`src/inc/capture_compare_consts.vh`:
```
// Constants for the capture/compare unit: register map, fields, modes.
// Assumes a 32-bit AXI4-Lite register bus with word-aligned registers.
`ifndef CAPTURE_COMPARE_CONSTS_VH
`define CAPTURE_COMPARE_CONSTS_VH

`define ADDR_MODE_CONTROL   4'h0
`define ADDR_VALUE_LOW      4'h4
`define ADDR_VALUE_HIGH     4'h8
`define ADDR_STATUS         4'hC

`define MODE_OFF            4'h0
`define MODE_CAP_FALL       4'h4
`define MODE_CAP_RISE       4'h5
`define MODE_CAP_RISE4      4'h6
`define MODE_CAP_RISE16     4'h7
`define MODE_CMP_SET        4'h8
`define MODE_CMP_CLR        4'h9
`define MODE_CMP_SOFT       4'hA
`define MODE_CMP_TRIG       4'hB

`define CTRL_MODE_LSB       0
`define CTRL_MODE_MSB       3
`define CTRL_DUTY_LSB       4
`define CTRL_DUTY_MSB       5
`define CTRL_WIDTH          6

`define STAT_EVENT_FLAG     0
`define STAT_PIN_LEVEL      1

`define PRESCALE_4_LAST     4'h3
`define PRESCALE_16_LAST    4'hF

`define RESP_OKAY           2'h0
`define RESP_SLVERR         2'h2

`endif

```
`src/design/capture_compare_unit.v`:
```
// Capture/compare unit with AXI4-Lite register slave and one event pin.
// Assumes the timebase runs on aclk; timebase_run is low in sleep.
`include "capture_compare_consts.vh"

// How it works
// One 16-bit value register, three uses.
// Mode zero turns off, resets internals.
// Capture modes: fall, rise, 4th, 16th rise.
// Mode 1000: pin low, high on match.
// Mode 1001: pin high, low on match.
// Mode 1010: flag only, pin untouched.
// Mode 1011 triggers special event; 11xx PWM.
// Control bits 5:4 hold duty LSBs.
// Control bits 7:6 read as zero.
// Capture loads full timebase into value.
// Capture sets sticky flag; software clears.
// New capture overwrites unread value.
// Capture leaves the timebase counting.
// Software runs timebase in synchronous mode.
// Edge detect ignores pin direction.
// Software masks and clears flag around changes.
// Prescaler cleared when not capturing.
// Prescale switches keep prescaler count.
// Sleep: prescaler counts, timebase halts.
// Sleep capture sets flag, not value.
// Reset turns unit off, prescaler zero.
// Compare match acts and flags together.
// Modes 1000 and 1001 preset latch; clear forces low.
// Special trigger resets timebase, no overflow.
// Pin synchronised on every path, prescaling in sleep too.

module capture_compare_unit
(
  input  wire        aclk,
  input  wire        aresetn,
  input  wire [3:0]  s_axi_awaddr,
  input  wire        s_axi_awvalid,
  output wire        s_axi_awready,
  input  wire [31:0] s_axi_wdata,
  input  wire [3:0]  s_axi_wstrb,
  input  wire        s_axi_wvalid,
  output wire        s_axi_wready,
  output wire [1:0]  s_axi_bresp,
  output wire        s_axi_bvalid,
  input  wire        s_axi_bready,
  input  wire [3:0]  s_axi_araddr,
  input  wire        s_axi_arvalid,
  output wire        s_axi_arready,
  output wire [31:0] s_axi_rdata,
  output wire [1:0]  s_axi_rresp,
  output wire        s_axi_rvalid,
  input  wire        s_axi_rready,
  input  wire [15:0] timebase_count,
  input  wire        timebase_run,
  input  wire        event_irq_enable,
  input  wire        event_pin_in,
  output wire        event_pin_out,
  output wire        event_pin_oe_n,
  output wire        special_trigger,
  output wire        wake_request,
  output wire        event_flag,
  output wire [9:0]  pwm_duty
);

  // ----------------------------------------------------------------
  // Register state
  // ----------------------------------------------------------------
  reg  [`CTRL_WIDTH-1:0] ctrl_r;
  reg  [15:0]            value_r;
  reg                    flag_r;
  reg                    latch_r;
  reg                    drive_r;
  reg                    trig_r;
  reg  [3:0]             presc_r;
  reg                    pin_s1_r;
  reg                    pin_s2_r;
  reg                    pin_prev_r;
  reg                    raw_prev_r;
  reg                    aw_held_r;
  reg  [3:0]             aw_addr_r;
  reg                    w_held_r;
  reg  [31:0]            w_data_r;
  reg  [3:0]             w_strb_r;
  reg                    bvalid_r;
  reg  [1:0]             bresp_r;
  reg                    rvalid_r;
  reg  [31:0]            rdata_r;
  reg  [1:0]             rresp_r;

  wire [3:0] mode = ctrl_r[`CTRL_MODE_MSB:`CTRL_MODE_LSB];

  function is_capture;
    input [3:0] m;
    begin
      is_capture = (m[3:2] == 2'h1);
    end
  endfunction

  function is_pin_compare;
    input [3:0] m;
    begin
      is_pin_compare = (m == `MODE_CMP_SET) || (m == `MODE_CMP_CLR);
    end
  endfunction

  // ----------------------------------------------------------------
  // Pin synchroniser and edge detection
  // ----------------------------------------------------------------
  // The pin level is read whatever its direction, so software driving
  // the pin as an output can cause captures.
  always @(posedge aclk)
  begin
    pin_s1_r   <= event_pin_in;
    pin_s2_r   <= pin_s1_r;
    pin_prev_r <= pin_s2_r;
  end

  wire rise_sync = pin_s2_r & ~pin_prev_r;
  wire fall_sync = ~pin_s2_r & pin_prev_r;

  // The sleep path uses the same synchronised level as the awake path.
  always @(posedge aclk)
  begin
    raw_prev_r <= pin_s2_r;
  end
  wire rise_ev = timebase_run ? rise_sync : (pin_s2_r & ~raw_prev_r);
  wire fall_ev = timebase_run ? fall_sync : (~pin_s2_r & raw_prev_r);

  // ----------------------------------------------------------------
  // Capture event selection and prescaler
  // ----------------------------------------------------------------
  reg cap_event;
  always @*
  begin
    cap_event = 1'b0;
    case (mode)
      `MODE_CAP_FALL:   cap_event = fall_ev;
      `MODE_CAP_RISE:   cap_event = rise_ev;
      `MODE_CAP_RISE4:  cap_event = rise_ev &&
                          (presc_r[1:0] == `PRESCALE_4_LAST);
      `MODE_CAP_RISE16: cap_event = rise_ev &&
                          (presc_r == `PRESCALE_16_LAST);
      default:          cap_event = 1'b0;
    endcase
  end

  // The counter is shared by the 4 and 16 settings and is not cleared
  // when switching between them.
  always @(posedge aclk)
  begin
    if (!aresetn || !is_capture(mode))
      presc_r <= 4'h0;
    else if (rise_ev)
      presc_r <= presc_r + 4'h1;
  end

  // ----------------------------------------------------------------
  // Compare logic
  // ----------------------------------------------------------------
  wire is_compare = (mode[3:2] == 2'h2);
  wire match      = is_compare && (value_r == timebase_count);

  // ----------------------------------------------------------------
  // AXI4-Lite write path
  // ----------------------------------------------------------------
  assign s_axi_awready = ~aw_held_r & ~bvalid_r;
  assign s_axi_wready  = ~w_held_r & ~bvalid_r;

  wire       aw_take = s_axi_awvalid & s_axi_awready;
  wire       w_take  = s_axi_wvalid & s_axi_wready;
  wire       aw_ok   = aw_held_r | aw_take;
  wire       w_ok    = w_held_r | w_take;
  wire       do_wr   = aw_ok & w_ok;
  wire [3:0] wa      = aw_held_r ? aw_addr_r : s_axi_awaddr;
  wire [31:0] wd     = w_held_r ? w_data_r : s_axi_wdata;
  wire [3:0] ws      = w_held_r ? w_strb_r : s_axi_wstrb;

  wire wr_ctrl  = do_wr && (wa == `ADDR_MODE_CONTROL) && ws[0];
  wire wr_low   = do_wr && (wa == `ADDR_VALUE_LOW) && ws[0];
  wire wr_high  = do_wr && (wa == `ADDR_VALUE_HIGH) && ws[0];
  wire wr_stat  = do_wr && (wa == `ADDR_STATUS) && ws[0];
  wire wr_known = (wa == `ADDR_MODE_CONTROL) || (wa == `ADDR_VALUE_LOW) ||
                  (wa == `ADDR_VALUE_HIGH) || (wa == `ADDR_STATUS);

  wire [3:0] new_mode = wd[`CTRL_MODE_MSB:`CTRL_MODE_LSB];

  always @(posedge aclk)
  begin
    if (!aresetn)
    begin
      aw_held_r <= 1'b0;
      aw_addr_r <= 4'h0;
      w_held_r  <= 1'b0;
      w_data_r  <= 32'h0000_0000;
      w_strb_r  <= 4'h0;
      bvalid_r  <= 1'b0;
      bresp_r   <= `RESP_OKAY;
    end
    else
    begin
      if (do_wr)
      begin
        aw_held_r <= 1'b0;
        w_held_r  <= 1'b0;
        bvalid_r  <= 1'b1;
        bresp_r   <= wr_known ? `RESP_OKAY : `RESP_SLVERR;
      end
      else
      begin
        if (aw_take)
        begin
          aw_held_r <= 1'b1;
          aw_addr_r <= s_axi_awaddr;
        end
        if (w_take)
        begin
          w_held_r <= 1'b1;
          w_data_r <= s_axi_wdata;
          w_strb_r <= s_axi_wstrb;
        end
        if (bvalid_r && s_axi_bready)
          bvalid_r <= 1'b0;
      end
    end
  end

  assign s_axi_bvalid = bvalid_r;
  assign s_axi_bresp  = bresp_r;

  // ----------------------------------------------------------------
  // Control, value, flag and pin latch
  // ----------------------------------------------------------------
  wire cap_load = cap_event && timebase_run;

  always @(posedge aclk)
  begin
    if (!aresetn)
    begin
      ctrl_r  <= {`CTRL_WIDTH{1'b0}};
      value_r <= 16'h0000;
      flag_r  <= 1'b0;
      latch_r <= 1'b0;
      drive_r <= 1'b0;
      trig_r  <= 1'b0;
    end
    else
    begin
      trig_r <= match && (mode == `MODE_CMP_TRIG);
      if (wr_ctrl)
      begin
        ctrl_r <= wd[`CTRL_WIDTH-1:0];
        if (new_mode == `MODE_OFF)
        begin
          latch_r <= 1'b0;
          drive_r <= 1'b0;
        end
        else if (new_mode == `MODE_CMP_SET)
        begin
          latch_r <= 1'b0;
          drive_r <= 1'b1;
        end
        else if (new_mode == `MODE_CMP_CLR)
        begin
          latch_r <= 1'b1;
          drive_r <= 1'b1;
        end
        else if (!is_pin_compare(new_mode))
          drive_r <= 1'b0;
      end
      else if (match && (mode == `MODE_CMP_SET))
        latch_r <= 1'b1;
      else if (match && (mode == `MODE_CMP_CLR))
        latch_r <= 1'b0;

      // A capture overwrites the value even if unread.
      if (cap_load)
        value_r <= timebase_count;
      else
      begin
        if (wr_low)
          value_r[7:0] <= wd[7:0];
        if (wr_high)
          value_r[15:8] <= wd[7:0];
      end

      // Hardware set wins over a software clear in the same cycle.
      if (cap_event || match)
        flag_r <= 1'b1;
      else if (wr_stat && wd[`STAT_EVENT_FLAG])
        flag_r <= 1'b0;
    end
  end

  assign event_pin_out   = latch_r;
  assign event_pin_oe_n  = ~drive_r;
  assign special_trigger = trig_r;
  assign event_flag      = flag_r;
  assign wake_request    = flag_r & event_irq_enable & ~timebase_run;
  assign pwm_duty        = {value_r[7:0],
                            ctrl_r[`CTRL_DUTY_MSB:`CTRL_DUTY_LSB]};

  // ----------------------------------------------------------------
  // AXI4-Lite read path
  // ----------------------------------------------------------------
  assign s_axi_arready = ~rvalid_r;

  reg [31:0] rd_val;
  reg [1:0]  rd_resp;
  always @*
  begin
    rd_val  = 32'h0000_0000;
    rd_resp = `RESP_OKAY;
    case (s_axi_araddr)
      `ADDR_MODE_CONTROL: rd_val = {26'h0, ctrl_r};
      `ADDR_VALUE_LOW:    rd_val = {24'h0, value_r[7:0]};
      `ADDR_VALUE_HIGH:   rd_val = {24'h0, value_r[15:8]};
      `ADDR_STATUS:       rd_val = {30'h0, pin_s2_r, flag_r};
      default:            rd_resp = `RESP_SLVERR;
    endcase
  end

  always @(posedge aclk)
  begin
    if (!aresetn)
    begin
      rvalid_r <= 1'b0;
      rdata_r  <= 32'h0000_0000;
      rresp_r  <= `RESP_OKAY;
    end
    else if (s_axi_arvalid && !rvalid_r)
    begin
      rvalid_r <= 1'b1;
      rdata_r  <= rd_val;
      rresp_r  <= rd_resp;
    end
    else if (rvalid_r && s_axi_rready)
      rvalid_r <= 1'b0;
  end

  assign s_axi_rvalid = rvalid_r;
  assign s_axi_rdata  = rdata_r;
  assign s_axi_rresp  = rresp_r;

endmodule // capture_compare_unit

```
`config.mk`:
```
export PLATFORM = sky130hd
export DESIGN_NAME = capture_compare_unit
export DESIGN_NICKNAME = d
export VERILOG_FILES = /design/src/design/capture_compare_unit.v
export VERILOG_INCLUDE_DIRS = /design/src /design/src/inc
export SDC_FILE = /design/constraint.sdc
export NUM_CORES = 1
export LEC_CHECK = 0
export ABC_AREA = 1
export BUFFER_PORTS_ARGS = -buffer_cell sky130_fd_sc_hd__buf_2
export CORE_UTILIZATION = 36
export CTS_BUF_LIST = sky130_fd_sc_hd__clkbuf_4 sky130_fd_sc_hd__clkbuf_8
export DETAILED_ROUTE_END_ITERATION = 10
export SYNTH_ARGS = -nofsm -noshare
export SYNTH_HDL_FRONTEND = slang
export SYNTH_SLANG_ARGS = --single-unit
```
`constraint.sdc`:
```
create_clock -name aclk -period 2.25 [get_ports aclk]
set_input_delay 0.3375 -clock aclk [delete_from_list [all_inputs] [get_ports aclk]]
set_output_delay 0.3375 -clock aclk [all_outputs]
set_load 0.01 [all_outputs]
```
==> reports/metrics.yaml <==
sta:
  hold_ws_ns: 0.108
  slew_headroom: 0.512
  skew_ns: 0.00577
  rsz0062_at_grt: "no"
  fin_crit_sh: 0.811
  setup_violations: 0
  finalMaxSlewViolations: 0
  worst_pin_slew_ns: 0.732
  fmax_mhz: 548
  layout_min_cycle_time_ns: 1.82
  fin_tns_setup_ns: 0
  hold_viol_final: 0
route:
  drcViolationCount: 0
  detail_route.wl_per_cell_um: 12.5
  ant_nets: 0
  firstDrtPassIters: 5
  drt_iter0_drc: 173
  via_per_inst: 4.62
  drt-total-wl_um: 9500
  vias: 3494
pwr:
  p_seq_frac: 0.441
  p_int_mw: 1.88
  power_switching_share: 0.283
  power_mw: 2.63
  comb_power_share: 0.169
  p_clk_frac: 0.391
  switchingPower_mw: 0.743
  ir_worst_vdd_mv: 0.355
  p_leak_nw: 2.00
  power_density_nw_per_um2: 642
min_path:
  whs_endpoint: "pin_s1_r"
  min_path_type: "in2reg"
  worstHoldStart: "event_pin_in"
  min_path_cells: 1
setup_path:
  startpoint_type: "register"
  end_kind: "register"
  cp_data_arrival_time_ns: 2.01
  crit_required_ns: 2.43
  critPathKind: "reg2reg"
  ff2ff_setup_slack_ns: 0.43
  reg2reg_to: "value_r[6]"
  reg2reg_depth: 10
  worst-path-max-fanout: 26
  rr_startpoint: "presc_r[0]"
clock_network:
  cts_buffers: 9
  path_clk_slew_ns: 0.06
  cts_tree: "built"
  max-clock-path-buffers: 2
  htree_num_levels: 3
  clkLatencyLatePin_ns: 0.34
  postCtsSetupRepairBufs: 0
  clock_sink_count: 60
  cts_resized: 0
  cts_hold_buf: 0
  cts-root-buf: "clkbuf_8"
die:
  die_w_um: 101
  die_h_um: 101
  dieArea_um2: 10300
  pin_count: 126
  start_util: 0.379
  fp.coreArea_um2: 9370
  rows: 35
logic_synthesis:
  ys_seq_area_frac: 0.339
  synthTopCellsByArea: "dfxtp_1 (34%), nand2_1 (18%), buf_4 (7.6%), inv_1 (7.3%), nor2_1 (5.7%)"
  yosysUniqueCellTypes: 35
  ys_warn_count: 0
  netlist.top_cell.by_area: "dfxtp_1"
  synth.cell_area_um2: 3550
  avgSynthCellArea_um2: 6.39
  synth-seq-cells: 60
  syn_inst: 555
  synth_top_cell_area_share: 0.339
place:
  portBuffers: 72
  globalplace.congestion: 0.902
  dp_hpwl_um: 7500
grt:
  grt_use_total: 0.196
  grt_pass1_vias: 3156
  grt_pass1_wl_um: 15300
  grt-ovfl-total: 0
  antenna_found_initial: 0
  grt_max_degree: 35
cells_and_area:
  seq_area_um2: 1200
  area_growth_pct: 15.3
  most-common-layout-cells: "nand2_1 (166), buf_2 (72), inv_1 (69)"
  multi_input_area_um2: 1820
  n_antenna_cell: 0
  final_common_cell: "nand2_1"
  fillers: 1030
  drive_gt1_frac: 0.178
  fin_nets: 695
run:
  drv_cap: 0
status:
  status: "finished clean"
==> area by class of cell <==
type | instances | share of cell area
Multi-Input combinational cell | 398 | 0.445
Sequential cell | 60 | 0.294
Timing Repair Buffer | 79 | 0.101
Inverter | 76 | 0.0700
Clock buffer | 14 | 0.0440
Tap cell | 129 | 0.0394
Clock inverter | 1 | 0.00734
==> flip-flops by register name, indices dropped and copies added (netlist names), 4 cells and up <==
| signal | flops |
|---|---|
| aw_addr_r | 4 |
| value_r | 16 |
| presc_r | 4 |
| ctrl_r | 6 |
| w_data_r | 8 |
| s_axi_rdata | 8 |
==> stage by stage <==
stage	utilization	cell area (µm²)	worst slack, ns	instances
2_1_floorplan	-	3640	0.658	580
3_3_place_gp	0.414	3880	0.463	742
3_5_place_dp	0.414	3880	0.424	742
4_1_cts	0.437	4090	0.411	757
5_1_grt	0.437	4090	0.222	757
6_report	0.437	4090	0.426	757
==> cells by family after synthesis <==
family | count (synthesis) | synth area share
AND/OR/NAND/NOR | 288 | 0.347
buffers and inverters | 122 | 0.175
AO/OA/AOI/OAI | 82 | 0.133
XOR/XNOR | 1 | 0.00247
flip-flops | 60 | 0.339
adder cells (fa/ha/maj) | 1 | 0.00353
other | 1 | 0.00106
==> layer usage <==
layer,global-route usage,wire length (µm),vias to the layer above
li1,-,-,1838
met1,0.245,4350,1548
met2,0.322,4410,93
met3,0.0483,496,15
met4,0.0847,233,0
met5,0,0,-
==> worst max-delay path: stages (launching register included) <==
cell and delay, ns:
dfxtp_1 0.38, ha_1 0.21, inv_1 0.05, nand2_1 0.06, nand2_2 0.07, o22ai_4 0.16, nand3_4 0.29, nand2_4 0.23
inv_2 0.09, nand2_1 0.06, a21oi_1 0.06
==> synthesized netlist by cell type, drive strengths merged <==
| library cell | instances |
|---|---|
| nand2 | 169 |
| inv | 74 |
| dfxtp | 60 |
| nor2 | 56 |
| buf | 42 |
| nand3 | 41 |
| o21ai | 40 |
| a21oi | 32 |
| nand4 | 14 |
| clkbuf | 4 |
| nor3 | 4 |
| o211ai | 4 |
| o22ai | 3 |
| clkinv | 2 |
| nor4 | 2 |
| a21boi | 1 |
| a31oi | 1 |
| and3 | 1 |
| conb | 1 |
| ha | 1 |
| o21a | 1 |
| or2 | 1 |
| xnor2 | 1 |
==> power groups by stage <==
stage / clock network [mW] / registers (mW) / logic [mW]
global route: 1.10 / 1.16 / 0.507
finish: 1.03 / 1.16 / 0.443
CTS: 1.05 / 1.16 / 0.446
detailed placement: 0 / 1.18 / 0.444
global placement: 0 / 1.18 / 0.437
floorplan: 0 / 1.18 / 0.326
==> how the worst max path moves through the flow <==
stage | slack, ns | end | startpoint
3_5_place_dp | 0.42 | value_r[4] | presc_r[1]
6_report | 0.43 | value_r[6] | presc_r[0]
2_1_floorplan | 0.66 | value_r[12] | presc_r[0]
3_3_place_gp | 0.46 | value_r[4] | presc_r[1]
4_1_cts | 0.41 | value_r[6] | presc_r[1]
5_1_grt | 0.22 | value_r[4] | presc_r[0]
Power figures use the tool's default switching activity.
